--- config.mk ---
export PLATFORM = sky130hd
export DESIGN_NAME = sacr_regs
export DESIGN_NICKNAME = d
export VERILOG_FILES = /design/src/core/sacr_pkg.sv /design/src/core/sacr_regs.sv
export SDC_FILE = /design/constraint.sdc
export NUM_CORES = 1
export LEC_CHECK = 0
export ABC_AREA = 1
export BUFFER_PORTS_ARGS = -buffer_cell sky130_fd_sc_hd__buf_2
export CAP_MARGIN = 20
export CORE_MARGIN = 1.5
export CORE_UTILIZATION = 50
export CTS_BUF_LIST = sky130_fd_sc_hd__clkbuf_16
export CTS_CLUSTER_SIZE = 28
export DETAILED_ROUTE_END_ITERATION = 10
export GPL_TIMING_DRIVEN = 0
export PLACE_DENSITY = 0.89
export SKIP_CTS_REPAIR_TIMING = 1
export SLEW_MARGIN = 20
export SYNTH_ARGS = -nofsm -noshare
export SYNTH_HDL_FRONTEND = slang
export SYNTH_SLANG_ARGS = --single-unit
--- constraint.sdc ---
create_clock -name i_clk -period 1.95 [get_ports i_clk]
set_input_delay 0.0975 -clock i_clk [delete_from_list [all_inputs] [get_ports i_clk]]
set_output_delay 0.0975 -clock i_clk [all_outputs]
set_load 0.1 [all_outputs]
--- src/core/sacr_pkg.sv ---
// package for the sense amplifier configuration register bank
// assumes a single 100 MHz clock domain and an avalon-mm slave bus
package sacr_pkg;
  // ***********************
  // register word offsets
  // ***********************
  localparam int REG_INDEX_W = 3;
  localparam logic [REG_INDEX_W-1:0] SENSE_AMP_CONTROL_IDX = 3'h6;
  localparam logic [REG_INDEX_W-1:0] DRIVER_CONFIGURATION_IDX = 3'h7;
  localparam logic [REG_INDEX_W-1:0] IRQ_STATUS_IDX = 3'h2;
  localparam logic [REG_INDEX_W-1:0] IRQ_MASK_IDX = 3'h3;
  localparam logic [REG_INDEX_W-1:0] FAULT_CTRL_IDX = 3'h4;
  localparam int ADDR_W = 5;
  // ***********************
  // field positions
  // ***********************
  localparam int AMP_INPUT_SELECT_BIT = 10;
  localparam int REF_HALVE_BIT = 9;
  localparam int LOWSIDE_OCP_REF_SELECT_BIT = 8;
  localparam int AMP_GAIN_SELECT_LSB = 6;
  localparam int SHUNT_OCP_DISABLE_BIT = 5;
  localparam int OFFSET_CAL_CHAN_A_BIT = 4;
  localparam int OFFSET_CAL_CHAN_B_BIT = 3;
  localparam int OFFSET_CAL_CHAN_C_BIT = 2;
  localparam int SHUNT_OCP_THRESHOLD_LSB = 0;
  localparam int AUTO_CAL_BIT = 0;
  localparam int REG_W = 11;
  // ***********************
  // reset values
  // ***********************
  localparam logic [REG_W-1:0] SENSE_AMP_CONTROL_RST = 11'h283;
  localparam logic [REG_W-1:0] DRIVER_CONFIGURATION_RST = 11'h000;
  // interrupt event bit positions
  localparam int EVT_SHUNT_OC = 0;
  localparam int EVT_DS_OC = 1;
  localparam int EVT_W = 2;
  // gain codes
  typedef enum logic [1:0] {
    SACR_GAIN_5 = 2'h0,
    SACR_GAIN_10 = 2'h1,
    SACR_GAIN_20 = 2'h2,
    SACR_GAIN_40 = 2'h3
  } sacr_gain_e;
  // overcurrent threshold codes
  typedef enum logic [1:0] {
    SACR_OCP_0P25 = 2'h0,
    SACR_OCP_0P50 = 2'h1,
    SACR_OCP_0P75 = 2'h2,
    SACR_OCP_1P00 = 2'h3
  } sacr_ocp_lvl_e;
endpackage

--- src/core/sacr_regs.sv ---
// sense amplifier configuration register bank with avalon-mm slave
// assumes synchronous comparator inputs and an external pull-up on the fault pin
// Overview of operation
// amp_input_select clear routes the amp positive input from the shunt positive pin, set from the switch node.
// writing one to amp_input_select also forces lowside_ocp_ref_select to one.
// the reference halving bit selects full reference when clear and half reference when set, resetting to one.
// lowside_ocp_ref_select picks switch node to shunt positive when clear, to shunt negative when set.
// amp_gain_select codes 00/01/10/11 give gains 5/10/20/40, resetting to code 10 (gain 20).
// shunt_ocp_disable clear keeps the shunt overcurrent fault active, set suppresses it fully.
// offset_cal_chan_a/b/c on bits 4/3/2 short that amplifier's inputs when set.
// shunt_ocp_threshold codes 00/01/10/11 give 0.25/0.5/0.75/1 V, resetting to 11.
// bit 0 of the driver configuration picks manual calibration when clear and automatic when set.
// the fault output is open drain and only ever drives low.
// the ten reserved driver configuration bits reset to zero and are freely read and written.
//
// The Avalon-MM interface to the registers was left to the implementer.
`timescale 1ns/100ps
module sacr_regs (
  input wire logic i_clk,
  input wire logic i_rst_n,
  input wire logic [sacr_pkg::ADDR_W-1:0] i_address,
  input wire logic i_read,
  input wire logic i_write,
  input wire logic [31:0] i_writedata,
  input wire logic [3:0] i_byteenable,
  output logic [31:0] o_readdata,
  output logic o_waitrequest,
  output logic [1:0] o_response,
  input wire logic i_shunt_overcurrent_trip,
  input wire logic i_drain_source_overcurrent_trip,
  output logic o_amp_input_select,
  output logic o_ref_halve,
  output logic o_lowside_ocp_ref_select,
  output logic [1:0] o_amp_gain_select,
  output logic o_shunt_ocp_enabled,
  output logic [1:0] o_shunt_ocp_threshold,
  output logic [2:0] o_offset_cal_short,
  output logic o_auto_cal,
  output logic o_fault_out_n_o,
  output logic o_fault_out_n_oe_n,
  output logic o_irq
);
  // ***********************
  // bus handshake
  // ***********************
  // one wait cycle: the request is acknowledged in the cycle after it is seen
  logic ack_ff;
  logic req;
  logic [sacr_pkg::REG_INDEX_W-1:0] idx;
  logic mapped;
  logic wr_en;
  logic [sacr_pkg::REG_W-1:0] wmask;

  function automatic logic [sacr_pkg::REG_W-1:0] merge(input logic [sacr_pkg::REG_W-1:0] old,
                                                        input logic [31:0] wd, input logic [3:0] be);
    logic [sacr_pkg::REG_W-1:0] m;
    m = {{3{be[1]}}, {8{be[0]}}};
    return (old & ~m) | (wd[sacr_pkg::REG_W-1:0] & m);
  endfunction

  assign req = (i_read | i_write) & ~ack_ff;
  assign idx = i_address[sacr_pkg::REG_INDEX_W+1:2];
  assign mapped = (i_address[1:0] == 2'h0) &&
                  ((idx == sacr_pkg::SENSE_AMP_CONTROL_IDX) || (idx == sacr_pkg::DRIVER_CONFIGURATION_IDX) ||
                   (idx == sacr_pkg::IRQ_STATUS_IDX) || (idx == sacr_pkg::IRQ_MASK_IDX) ||
                   (idx == sacr_pkg::FAULT_CTRL_IDX));
  assign wr_en = i_write & ack_ff;
  assign o_waitrequest = (i_read | i_write) & ~ack_ff;
  // lanes 2 and 3 carry no register bits, so their enables are ignored
  assign wmask = {{3{i_byteenable[1]}}, {8{i_byteenable[0]}}};

  always_ff @(posedge i_clk or negedge i_rst_n) begin
    if (!i_rst_n) begin
      ack_ff <= 1'b0;
    end else begin
      ack_ff <= req;
    end
  end

  // ***********************
  // configuration registers
  // ***********************
  logic [sacr_pkg::REG_W-1:0] amp_ctrl_ff;
  logic [sacr_pkg::REG_W-1:0] drv_cfg_ff;
  logic [sacr_pkg::REG_W-1:0] nxt_amp_ctrl;

  always_comb begin
    nxt_amp_ctrl = merge(amp_ctrl_ff, i_writedata, i_byteenable);
    if (wmask[sacr_pkg::AMP_INPUT_SELECT_BIT] && i_writedata[sacr_pkg::AMP_INPUT_SELECT_BIT]) begin
      nxt_amp_ctrl[sacr_pkg::LOWSIDE_OCP_REF_SELECT_BIT] = 1'b1;
    end
  end

  always_ff @(posedge i_clk or negedge i_rst_n) begin
    if (!i_rst_n) begin
      amp_ctrl_ff <= sacr_pkg::SENSE_AMP_CONTROL_RST;
    end else if (wr_en && mapped && idx == sacr_pkg::SENSE_AMP_CONTROL_IDX) begin
      amp_ctrl_ff <= nxt_amp_ctrl;
    end
  end

  // reserved bits are plain storage with no effect
  always_ff @(posedge i_clk or negedge i_rst_n) begin
    if (!i_rst_n) begin
      drv_cfg_ff <= sacr_pkg::DRIVER_CONFIGURATION_RST;
    end else if (wr_en && mapped && idx == sacr_pkg::DRIVER_CONFIGURATION_IDX) begin
      drv_cfg_ff <= merge(drv_cfg_ff, i_writedata, i_byteenable);
    end
  end

  // ***********************
  // amplifier steering outputs
  // ***********************
  assign o_amp_input_select = amp_ctrl_ff[sacr_pkg::AMP_INPUT_SELECT_BIT];
  assign o_ref_halve = amp_ctrl_ff[sacr_pkg::REF_HALVE_BIT];
  assign o_lowside_ocp_ref_select = amp_ctrl_ff[sacr_pkg::LOWSIDE_OCP_REF_SELECT_BIT];
  assign o_amp_gain_select = amp_ctrl_ff[sacr_pkg::AMP_GAIN_SELECT_LSB +: 2];
  assign o_shunt_ocp_enabled = ~amp_ctrl_ff[sacr_pkg::SHUNT_OCP_DISABLE_BIT];
  assign o_offset_cal_short = {amp_ctrl_ff[sacr_pkg::OFFSET_CAL_CHAN_A_BIT],
                               amp_ctrl_ff[sacr_pkg::OFFSET_CAL_CHAN_B_BIT],
                               amp_ctrl_ff[sacr_pkg::OFFSET_CAL_CHAN_C_BIT]};
  assign o_shunt_ocp_threshold = amp_ctrl_ff[sacr_pkg::SHUNT_OCP_THRESHOLD_LSB +: 2];
  assign o_auto_cal = drv_cfg_ff[sacr_pkg::AUTO_CAL_BIT];

  // ***********************
  // events and interrupt
  // ***********************
  logic [sacr_pkg::EVT_W-1:0] irq_stat_ff;
  logic [sacr_pkg::EVT_W-1:0] irq_mask_ff;
  logic [sacr_pkg::EVT_W-1:0] evt;
  logic [sacr_pkg::EVT_W-1:0] clr;
  logic fault_release_ff;

  // a disabled shunt fault never reaches the status register
  assign evt[sacr_pkg::EVT_SHUNT_OC] = i_shunt_overcurrent_trip & o_shunt_ocp_enabled;
  assign evt[sacr_pkg::EVT_DS_OC] = i_drain_source_overcurrent_trip;
  assign clr = (wr_en && mapped && idx == sacr_pkg::IRQ_STATUS_IDX && i_byteenable[0]) ?
               i_writedata[sacr_pkg::EVT_W-1:0] : '0;

  // set wins over a clear arriving in the same cycle
  always_ff @(posedge i_clk or negedge i_rst_n) begin
    if (!i_rst_n) begin
      irq_stat_ff <= '0;
    end else begin
      irq_stat_ff <= (irq_stat_ff & ~clr) | evt;
    end
  end

  always_ff @(posedge i_clk or negedge i_rst_n) begin
    if (!i_rst_n) begin
      irq_mask_ff <= '0;
    end else if (wr_en && mapped && idx == sacr_pkg::IRQ_MASK_IDX && i_byteenable[0]) begin
      irq_mask_ff <= i_writedata[sacr_pkg::EVT_W-1:0];
    end
  end

  // bit 0 lets software force the fault pin released for board test
  always_ff @(posedge i_clk or negedge i_rst_n) begin
    if (!i_rst_n) begin
      fault_release_ff <= 1'b0;
    end else if (wr_en && mapped && idx == sacr_pkg::FAULT_CTRL_IDX && i_byteenable[0]) begin
      fault_release_ff <= i_writedata[0];
    end
  end

  // a level, not a pulse: it drops as soon as software clears or masks the cause
  assign o_irq = |(irq_stat_ff & irq_mask_ff);

  logic fault_pull_ff;
  always_ff @(posedge i_clk or negedge i_rst_n) begin
    if (!i_rst_n) begin
      fault_pull_ff <= 1'b0;
    end else begin
      fault_pull_ff <= (|irq_stat_ff) & ~fault_release_ff;
    end
  end

  // open drain: data is always low, enable (active low) pulls the line
  assign o_fault_out_n_o = 1'b0;
  assign o_fault_out_n_oe_n = ~fault_pull_ff;

  // ***********************
  // read data
  // ***********************
  logic [31:0] nxt_rdata;
  logic [31:0] rdata_ff;
  logic [1:0] resp_ff;

  always_comb begin
    nxt_rdata = 32'h0000_0000;
    if (idx == sacr_pkg::SENSE_AMP_CONTROL_IDX) begin
      nxt_rdata[sacr_pkg::REG_W-1:0] = amp_ctrl_ff;
    end else if (idx == sacr_pkg::DRIVER_CONFIGURATION_IDX) begin
      nxt_rdata[sacr_pkg::REG_W-1:0] = drv_cfg_ff;
    end else if (idx == sacr_pkg::IRQ_STATUS_IDX) begin
      nxt_rdata[sacr_pkg::EVT_W-1:0] = irq_stat_ff;
    end else if (idx == sacr_pkg::IRQ_MASK_IDX) begin
      nxt_rdata[sacr_pkg::EVT_W-1:0] = irq_mask_ff;
    end else if (idx == sacr_pkg::FAULT_CTRL_IDX) begin
      nxt_rdata[0] = fault_release_ff;
    end
  end

  always_ff @(posedge i_clk or negedge i_rst_n) begin
    if (!i_rst_n) begin
      rdata_ff <= 32'h0000_0000;
      resp_ff <= 2'h0;
    end else if (req) begin
      rdata_ff <= (i_read && mapped) ? nxt_rdata : 32'h0000_0000;
      resp_ff <= mapped ? 2'h0 : 2'h3;
    end
  end

  assign o_readdata = rdata_ff;
  assign o_response = resp_ff;

  // ***********************
  // assertions
  // ***********************
  a_fetsel_forces_ref: assert property (@(posedge i_clk) disable iff (!i_rst_n)
    (wr_en && mapped && idx == sacr_pkg::SENSE_AMP_CONTROL_IDX && i_byteenable[1] && i_writedata[10])
    |=> o_lowside_ocp_ref_select && o_amp_input_select)
    else $error("input select write did not force low-side reference");
  a_amp_input_follows: assert property (@(posedge i_clk) disable iff (!i_rst_n)
    (wr_en && mapped && idx == sacr_pkg::SENSE_AMP_CONTROL_IDX && i_byteenable[1])
    |=> o_amp_input_select == $past(i_writedata[10]))
    else $error("input select not written");
  a_lsref_hold: assert property (@(posedge i_clk) disable iff (!i_rst_n)
    !(wr_en && idx == sacr_pkg::SENSE_AMP_CONTROL_IDX) |=> $stable(o_lowside_ocp_ref_select))
    else $error("low-side reference changed without write");
  a_gain_write: assert property (@(posedge i_clk) disable iff (!i_rst_n)
    (wr_en && mapped && idx == sacr_pkg::SENSE_AMP_CONTROL_IDX && i_byteenable[0])
    |=> o_amp_gain_select == $past(i_writedata[7:6]) && o_shunt_ocp_threshold == $past(i_writedata[1:0]))
    else $error("gain or threshold not written");
  a_refhalf_write: assert property (@(posedge i_clk) disable iff (!i_rst_n)
    (wr_en && mapped && idx == sacr_pkg::SENSE_AMP_CONTROL_IDX && i_byteenable[1])
    |=> o_ref_halve == $past(i_writedata[9]))
    else $error("reference halving not written");
  a_sen_disable_blocks: assert property (@(posedge i_clk) disable iff (!i_rst_n)
    (!o_shunt_ocp_enabled && !irq_stat_ff[0] && !clr[0]) |=> !irq_stat_ff[0])
    else $error("disabled shunt fault was flagged");
  a_cal_short_map: assert property (@(posedge i_clk) disable iff (!i_rst_n)
    (wr_en && mapped && idx == sacr_pkg::SENSE_AMP_CONTROL_IDX && i_byteenable[0])
    |=> o_offset_cal_short == $past(i_writedata[4:2]))
    else $error("calibration short bits misplaced");
  a_auto_cal_write: assert property (@(posedge i_clk) disable iff (!i_rst_n)
    (wr_en && mapped && idx == sacr_pkg::DRIVER_CONFIGURATION_IDX && i_byteenable[0])
    |=> o_auto_cal == $past(i_writedata[0]))
    else $error("calibration mode not written");
  a_fault_open_drain: assert property (@(posedge i_clk) disable iff (!i_rst_n)
    (|irq_stat_ff && !fault_release_ff) |=> !o_fault_out_n_oe_n && !o_fault_out_n_o)
    else $error("fault pin not pulled low");
  a_rsvd_no_effect: assert property (@(posedge i_clk) disable iff (!i_rst_n)
    (wr_en && idx == sacr_pkg::DRIVER_CONFIGURATION_IDX) |=> $stable(amp_ctrl_ff))
    else $error("reserved write disturbed control");

  // event register: a set always beats a clear landing in the same cycle
  a_status_set_wins: assert property (@(posedge i_clk) disable iff (!i_rst_n)
    evt[sacr_pkg::EVT_SHUNT_OC] |=> irq_stat_ff[sacr_pkg::EVT_SHUNT_OC])
    else $error("shunt event lost against a clear");
  a_status_sticky: assert property (@(posedge i_clk) disable iff (!i_rst_n)
    (irq_stat_ff[sacr_pkg::EVT_SHUNT_OC] && !clr[sacr_pkg::EVT_SHUNT_OC]) |=> irq_stat_ff[sacr_pkg::EVT_SHUNT_OC])
    else $error("shunt status dropped without a clear");
  a_ds_event_sets: assert property (@(posedge i_clk) disable iff (!i_rst_n)
    i_drain_source_overcurrent_trip |=> irq_stat_ff[sacr_pkg::EVT_DS_OC])
    else $error("drain-source event not recorded");
  a_status_clear_one: assert property (@(posedge i_clk) disable iff (!i_rst_n)
    (clr[sacr_pkg::EVT_DS_OC] && !evt[sacr_pkg::EVT_DS_OC]) |=> !irq_stat_ff[sacr_pkg::EVT_DS_OC])
    else $error("drain-source status not cleared");

  // bus decode and byte lanes
  a_unmapped_ignored: assert property (@(posedge i_clk) disable iff (!i_rst_n)
    (wr_en && !mapped) |=> $stable(amp_ctrl_ff) && $stable(drv_cfg_ff) && $stable(irq_mask_ff))
    else $error("unmapped write changed a register");
  a_lane_gate: assert property (@(posedge i_clk) disable iff (!i_rst_n)
    (wr_en && mapped && idx == sacr_pkg::SENSE_AMP_CONTROL_IDX && !i_byteenable[1])
    |=> $stable(o_amp_input_select) && $stable(o_ref_halve) && $stable(o_lowside_ocp_ref_select))
    else $error("upper lane changed with its byte enable low");
  a_decode_error: assert property (@(posedge i_clk) disable iff (!i_rst_n)
    (req && !mapped) |=> (o_response == 2'h3) && (o_readdata == 32'h0000_0000))
    else $error("unmapped access not answered with a decode error");

  // read path: data is captured in the first cycle of the request
  a_ctrl_read_data: assert property (@(posedge i_clk) disable iff (!i_rst_n)
    (req && i_read && mapped && idx == sacr_pkg::SENSE_AMP_CONTROL_IDX)
    |=> o_readdata == {21'h00_0000, $past(amp_ctrl_ff)})
    else $error("control register read back wrong");
  a_cfg_read_data: assert property (@(posedge i_clk) disable iff (!i_rst_n)
    (req && i_read && mapped && idx == sacr_pkg::DRIVER_CONFIGURATION_IDX)
    |=> o_readdata == {21'h00_0000, $past(drv_cfg_ff)})
    else $error("driver configuration read back wrong");

  // fault pin: released when nothing is pending or when software overrides
  a_fault_released: assert property (@(posedge i_clk) disable iff (!i_rst_n)
    fault_release_ff |=> o_fault_out_n_oe_n)
    else $error("fault pin pulled while released");
  a_fault_idle: assert property (@(posedge i_clk) disable iff (!i_rst_n)
    !(|irq_stat_ff) |=> o_fault_out_n_oe_n)
    else $error("fault pin pulled with no status set");

  // ***********************
  // coverage
  // ***********************
  c_fet_write: cover property (@(posedge i_clk) disable iff (!i_rst_n) o_amp_input_select && o_lowside_ocp_ref_select);
  c_irq_raise: cover property (@(posedge i_clk) disable iff (!i_rst_n) $rose(o_irq));
  c_unmapped: cover property (@(posedge i_clk) disable iff (!i_rst_n) req && !mapped);
  c_set_clear_collide: cover property (@(posedge i_clk) disable iff (!i_rst_n) |(evt & clr));
  c_partial_lane: cover property (@(posedge i_clk) disable iff (!i_rst_n) wr_en && (i_byteenable != 4'hf));
endmodule // sacr_regs

==> results by group, run 1 <==
Yosys
  – Cell area after synthesis: 0.002096 mm^2
  – Ys async rst share: 1.000
  – Post-Syn Instances: 242
  – Synth Register Bits: 41
  – Post-synth top flop: dfrtp_1
  – Area leader, netlist: dfrtp_1
  – Syn avg cell area: 8.660 um^2
  – Yosys warns: 0
  – Post-synth EDFFs: 0
  – Most instantiated cells after synthesis: 68 x nand2_1, 37 x dfrtp_1, 31 x buf_4
  – Seq/Total Area, Yosys: 0.4919
  – Synth unique cells: 24
  – Synth top area share: 0.4418
  – Top-count cell post-synth: nand2_1
  – Synth top area cells: dfrtp_1 44%, nand2_1 12%, buf_4 11%, o21ai_2 5.9%, dfstp_2 5.0%

Critical path
  – Crit path capture type: output port
  – Reg2reg start: ack_ff
  – CP startpoint kind: flip-flop
  – CP Class: flip-flop to output port
  – Buf/Inv on CP: 2
  – Slowest-stage cell, CP: dfstp_2
  – Crit path required time: 1.85 ns
  – CP max stage delay: 0.56 ns
  – Arr. time, crit path: 1.36 ns
  – Crit path cell chain: buf_4, buf_2
  – Delay-heaviest family, CP: flip-flops
  – Critical path fanouts, max: 3

CTS
  – Worst skew pair latency: 0.28 ns
  – TritonCTS clock tree: done
  – Deepest clock path buffer count: 2
  – Inserted Clock Buffers: 5
  – Num Clock Sinks: 41
  – Clock root buffer: clkbuf_16
  – Clock slew at reported path FFs: 0.06 ns
  – Htree depth: 2

Pwr
  – Tot Pwr: 2.455 mW
  – Max VDD drop: 0.4703 mV
  – PwrDens: 922.2 mW/mm^2
  – Static leakage: 1.501 nW

STA
  – Fin. Hold Viols: 38
  – Final period utilization: 0.7453
  – RSZ-0062 raised after global routing: no
  – F_max: 0.6880 GHz
  – Final setup TNS: 0 ns
  – Slew Viols, Final: 0
  – Finish-stage setup viols: 0
  – Worst clock skew: 0.004464 ns
  – Slew @ Worst Pin: 0.9130 ns
  – Slew margin rel.: 0.3914
  – Final Hold Slack: -0.05189 ns
  – Minimum clock period: 1.453 ns

Layout
  – Fill cells: 337
  – Sequential cell area: 0.001031 mm^2
  – Final core utilization: 0.6609
  – Share of cells above drive strength 1: 0.3634
  – Antenna Diode Count: 0
  – Fin nets: 368
  – Syn-to-layout area delta: 27.04%
  – Multi-input gate area: 800.8 um^2

Routing
  – Detailed Route WL: 4.576 mm
  – Wire per inst: 12.30 um
  – Vias: 1,751
  – Post-DRT Antenna Nets: 0
  – DR vias/cell: 4.707
  – Residual DRC: 0
  – Initial DRC count: 96
  – DRT Pass-1 Iters: 4

Global route
  – Vias in the first global route: 1,551
  – First-pass GRT wire length: 7.203 mm
  – GRT Util Overall: 0.2185
  – Total grt overflow: 0
  – Initial antenna violation count: 0
  – Largest net degree at the start of global routing: 42

Die
  – Io pins: 97
  – Initial Util: 0.5202
  – Die extent in x: 67.74 um
  – Rows: 23
  – Die height: 67.74 um
  – Die Area: 0.004589 mm^2
  – Core area: 0.004029 mm^2

Place
  – Routability Congestion: 0.8713
  – Detail Placement HPWL: 3.270 mm
  – # port buffers: 51

Hold path
  – Min-delay worst type: primary input to asynchronous set/reset pin

Outcome
  – Failing checks: negative hold slack
  – Outcome: complete, but fails checks

Flow run
  – Max cap viols: 0
cell usage in the layout (no fill, tap or decap), types with 2 or more instances in the layout:
cell type  netlist  final
nor2_4           1      2
buf_4           31     31
nand3_1         11     11
buf_2            1     52
o21ai_2         14     14
a22oi_1          6      6
clkbuf_16        0      5
nor2_1          14     13
conb_1           1     22
buf_6            2      2
nand4_1          2      2
inv_1           22     23
nand2_1         68     68
dfrtp_1         37     37
o21ai_0         15     15
dfstp_2          4      4
a21oi_1          3      3
nand2_2          2      2
o21ai_1          2      2
through the flow:
stage / cell area [um^2] / setup WS [ns] / cells
floorplan: 2182 / 0.3534 / 263
global placement: 2500 / 0.6302 / 364
detailed placement: 2500 / 0.5873 / 364
CTS: 2663 / 0.4941 / 372
global route: 2663 / 0.4743 / 372
finish: 2663 / 0.4966 / 372
cell families after synthesis:
group                  count (synthesis)  share of synthesized area
buffers and inverters                 58                     0.1672
and+or+nand+nor                      101                     0.2024
AOI/OAI and AO/OA                     41                     0.1367
DFF                                   41                     0.4919
other                                  1                   0.001789
worst paths after layout:
path	cells after the start	end	slack (ns)
setup / recovery	2	o_shunt_ocp_threshold[1]	0.50
max in group asynchronous	1	asynchronous set/reset pin	1.43
hold reg to reg	2	o_readdata[0]	0.47
hold / removal	1	irq_stat_ff[1]	-0.05
setup reg to reg	6	flip-flop	0.54
min in group i_clk	3	irq_stat_ff[1]	0
routing by layer:
metal / GRT usage / vias to the layer above / wire length (um)
met2: 0.3578 / 59 / 2274
met5: 0 / - / 0
met3: 0.05833 / 8 / 283
met1: 0.2728 / 804 / 1927
li1: - / 880 / -
met4: 0.08929 / 0 / 90
worst reg2reg max path, cell delays in order, from the launching register on:
cell and delay, ns:
dfrtp_1 0.39, nand2_1 0.07, inv_1 0.07, nand3_2 0.11, inv_1 0.12, nand3_1 0.20, o21ai_0 0.34
where the power goes:
group / internal, mW / switching [mW]
Clock: 0.594 / 0.320
Sequential: 0.893 / 0.0279
Combinational: 0.116 / 0.504
Total: 1.60 / 0.852
cell type report:
cell class,count,area share
clock buffers,5,0.04699
multi-input cells,164,0.3008
clock inverters,3,0.01410
flip-flops and latches,41,0.3872
plain buffers,35,0.09915
repair buffers,51,0.09586
well taps,50,0.02350
inverters,23,0.03242
(Power assumes the default switching activity.)
==> inputs of run 2 (changes only) <==
ABC_AREA = 0   (was 1)
CORE_UTILIZATION = 46   (was 50)
PLACE_DENSITY = 0.83   (was 0.89)
clock period = 1.5 ns   (was 1.95 ns; I/O delays follow)
==> run 2 against run 1 <==
  * The run still ends with negative hold slack left
  * Sequential power grew 34%
  * Cell count decreased by 19%
  * Register-to-register slack worse by 0.45 ns
  * Combinational power rose by 60%
  * Cell area shrank 1.6%
  * Non-clock buffer count fell by 1
  * Critical path type unchanged
  * Sequential share of layout area is 0.61 points higher
  * Global-route usage decreased by 4.0 points
  * Highest routed layer unchanged
==> results by group, run 2 <==
CTS
  – Worst skew pair latency: 0.28 ns (about the same)
  – Htree depth: 2 (unchanged)
  – Inserted Clock Buffers: 5 (unchanged)
  – Deepest clock path buffer count: 2 (unchanged)
  – Clock root buffer: clkbuf_16 (unchanged)
  – TritonCTS clock tree: done (unchanged)
  – Num Clock Sinks: 41 (unchanged)
  – Clock slew at reported path FFs: 0.06 ns (about the same)

Critical path
  – Crit path required time: 1.42 ns (was 1.85 ns)
  – CP endpoint: o_waitrequest (was o_shunt_ocp_threshold[1])
  – Arr. time, crit path: 1.37 ns (was 1.36 ns)
  – Reg2reg start: ack_ff (unchanged)
  – CP startpoint kind: flip-flop (unchanged)
  – Critical path fanouts, max: 10 (was 3)
  – Worst setup path start: ack_ff
  – Crit path capture type: output port (unchanged)
  – Reg2reg setup slack: 0.09 ns (was 0.54 ns)
  – Worst Reg-to-Reg Cells: 4 (was 6)
  – CP Class: flip-flop to output port (unchanged)

Pwr
  – Static leakage: 1.409 nW (was 1.501 nW)
  – PwrDens: 1294 mW/mm^2 (was 922.2 mW/mm^2)
  – Max VDD drop: 0.6018 mV (was 0.4703 mV)

Layout
  – Antenna Diode Count: 0 (unchanged)
  – Fin nets: 294 (was 368)
  – Most common cell after layout, fill and taps aside: buf_2 (was nand2_1)
  – Most frequent cells in the layout: 52 x buf_2, 37 x dfrtp_1, 30 x buf_4, 24 x mux2_2, 22 x conb_1 (was 68 x nand2_1, 52 x buf_2, 37 x dfrtp_1, 31 x buf_4, 23 x inv_1)
  – Share of cells above drive strength 1: 0.5040 (was 0.3634)
  – Syn-to-layout area delta: 28.61% (was 27.04%)
  – Final core utilization: 0.6104 (was 0.6609)

Global route
  – First-pass GRT wire length: 6.748 mm (was 7.203 mm)
  – Largest net degree at the start of global routing: 42 (unchanged)
  – GRT Util Overall: 0.1786 (was 0.2185)
  – Initial antenna violation count: 0 (unchanged)
  – Total grt overflow: 0 (unchanged)
  – Vias in the first global route: 1,442 (was 1,551)

Yosys
  – Synth top area cells: dfrtp_1 45%, mux2_2 13%, buf_4 11%, dfstp_2 5.2%, mux2i_1 4.9% (was dfrtp_1 44%, nand2_1 12%, buf_4 11%, o21ai_2 5.9%, dfstp_2 5.0%)
  – Top-count cell post-synth: dfrtp_1 (was nand2_1)
  – Synth unique cells: 34 (was 24)
  – Synth Register Bits: 41 (unchanged)
  – Synth Area in Simple Gates: 0.09699 (was 0.2024)
  – Post-synth top flop: dfrtp_1 (unchanged)
  – Main combinational cell family by area after synthesis: multiplexers (was simple AND/OR/NAND/NOR gates)
  – Multiplexer share of the synthesized area: 0.1928 (was 0)
  – Post-Syn Instances: 169 (was 242)
  – XOR/XNOR Fraction of Synth Area: 0 (unchanged)
  – Cell area after synthesis: 0.002038 mm^2 (was 0.002096 mm^2)
  – Area leader, netlist: dfrtp_1 (unchanged)
  – Seq/Total Area, Yosys: 0.5058 (was 0.4919)
  – Synth Area in Adders: 0 (unchanged)
  – Most instantiated cells after synthesis: 37 x dfrtp_1, 30 x buf_4, 24 x mux2_2 (was 68 x nand2_1, 37 x dfrtp_1, 31 x buf_4)
  – Syn avg cell area: 12.06 um^2 (was 8.660 um^2)
  – Ys async rst share: 1.000 (unchanged)
  – Post-synth EDFFs: 0 (unchanged)
  – Synth top area share: 0.4543 (was 0.4418)
  – Synth Area in Compound Gates: 0.07182 (was 0.1367)
  – Yosys warns: 0 (unchanged)

Routing
  – Detailed Route WL: 4.020 mm (was 4.576 mm)
  – Wire per inst: 13.40 um (was 12.30 um)
  – Post-DRT Antenna Nets: 0 (unchanged)
  – DR vias/cell: 4.863 (was 4.707)
  – DRT Pass-1 Iters: 4 (unchanged)
  – Vias: 1,459 (was 1,751)
  – Initial DRC count: 134 (was 96)
  – Residual DRC: 0 (unchanged)

STA
  – Minimum clock period: 1.443 ns
  – Slew Viols, Final: 0 (unchanged)
  – Slew @ Worst Pin: 0.8863 ns (was 0.9130 ns)
  – Finish-stage setup viols: 0 (unchanged)
  – F_max: 0.6929 GHz
  – Final setup TNS: 0 ns (unchanged)
  – Fin. Hold Viols: 37 (was 38)
  – Final Hold Slack: -0.08166 ns (was -0.05189 ns)
  – Worst clock skew: 0.005739 ns (was 0.004464 ns)
  – Slew margin rel.: 0.4092 (was 0.3914)
  – RSZ-0062 raised after global routing: no (unchanged)
  – Final period utilization: 0.9621

Die
  – Initial Util: 0.4747 (was 0.5202)
  – Rows: 24 (was 23)
  – Io pins: 97 (unchanged)
  – Die height: 69.57 um (was 67.74 um)
  – Die extent in x: 69.57 um (was 67.74 um)
  – Die Area: 0.004839 mm^2 (was 0.004589 mm^2)
  – Core area: 0.004294 mm^2 (was 0.004029 mm^2)

Flow run
  – Max cap viols: 0 (unchanged)

Hold path
  – Min-delay worst type: primary input to asynchronous set/reset pin (unchanged)

Place
  – Routability Congestion: 0.8033 (was 0.8713)
  – # port buffers: 50 (was 51)
  – Detail Placement HPWL: 2.955 mm (was 3.270 mm)

Outcome
  – Failing checks: negative hold slack (unchanged)
  – Outcome: complete, but fails checks (unchanged)
run 2: worst min path at each step:
| stage | start | to | slack [ns] | depth (start not counted) |
|---|---|---|---|---|
| after floorplan | i_rst_n | asynchronous set/reset pin | -0.22 | 0 |
| after global placement | i_rst_n | fault_pull_ff | 0.24 | 1 |
| after detailed placement | i_rst_n | o_readdata[0] | 0.25 | 1 |
| after CTS | i_rst_n | asynchronous set/reset pin | -0.04 | 1 |
| after global routing | i_rst_n | o_readdata[3] | 0.003 | 1 |
| final | i_rst_n | fault_release_ff | -0.08 | 1 |
run 2: cell type report:
cell class / count / area, um^2
clock buffers: 5 / 125.1
flip-flops and latches: 41 / 1031
multi-input cells: 111 / 824.5
inverters: 3 / 15.01
plain buffers: 35 / 262.8
fillers: 351 / 1673
repair buffers: 50 / 260.3
clock inverters: 3 / 37.54
well taps: 52 / 65.06
run 2: report_power, final:
part	internal (mW)	switching, mW	leakage, nW
Combinational	0.219	0.772	0.795
Sequential	1.18	0.0459	0.531
Clock	0.772	0.398	0.0826
Total	2.18	1.22	1.41
run 2: cells by family after synthesis:
logic type,count (synthesis)
AOI/OAI and AO/OA,22
buffers and inverters,38
and+or+nand+nor,32
other,1
muxes,35
DFF,41
run 2: critical path: stages, from the launching register on:
cell	delay (ns)
dfrtp_1	0.39
o21bai_2	0.24
buf_6	0.17
clkinvlp_4	0.08
buf_8	0.19
run 2: per-stage QoR:
step | setup WS, ns | cell area, um^2 | power, mW | std cells
5_1_grt | 0.0004243 | 2621 | 3.511 | 300
4_1_cts | -0.2416 | 2603 | 3.389 | 300
2_1_floorplan | 0.001309 | 2125 | 2.081 | 190
3_5_place_dp | 0.01828 | 2440 | 2.230 | 292
3_3_place_gp | 0.004763 | 2440 | 2.218 | 292
6_report | 0.05687 | 2621 | 3.391 | 300
run 2: routing by layer:
metal  vias up  wire [um]  track usage  part of all wire
li1        700          -            -                 -
met1       689       1664       0.2307              0.41
met2        64       1968       0.2927              0.49
met3         6        347      0.05087             0.086
met4         0         40      0.05447             0.010
met5         -          0            0                 0
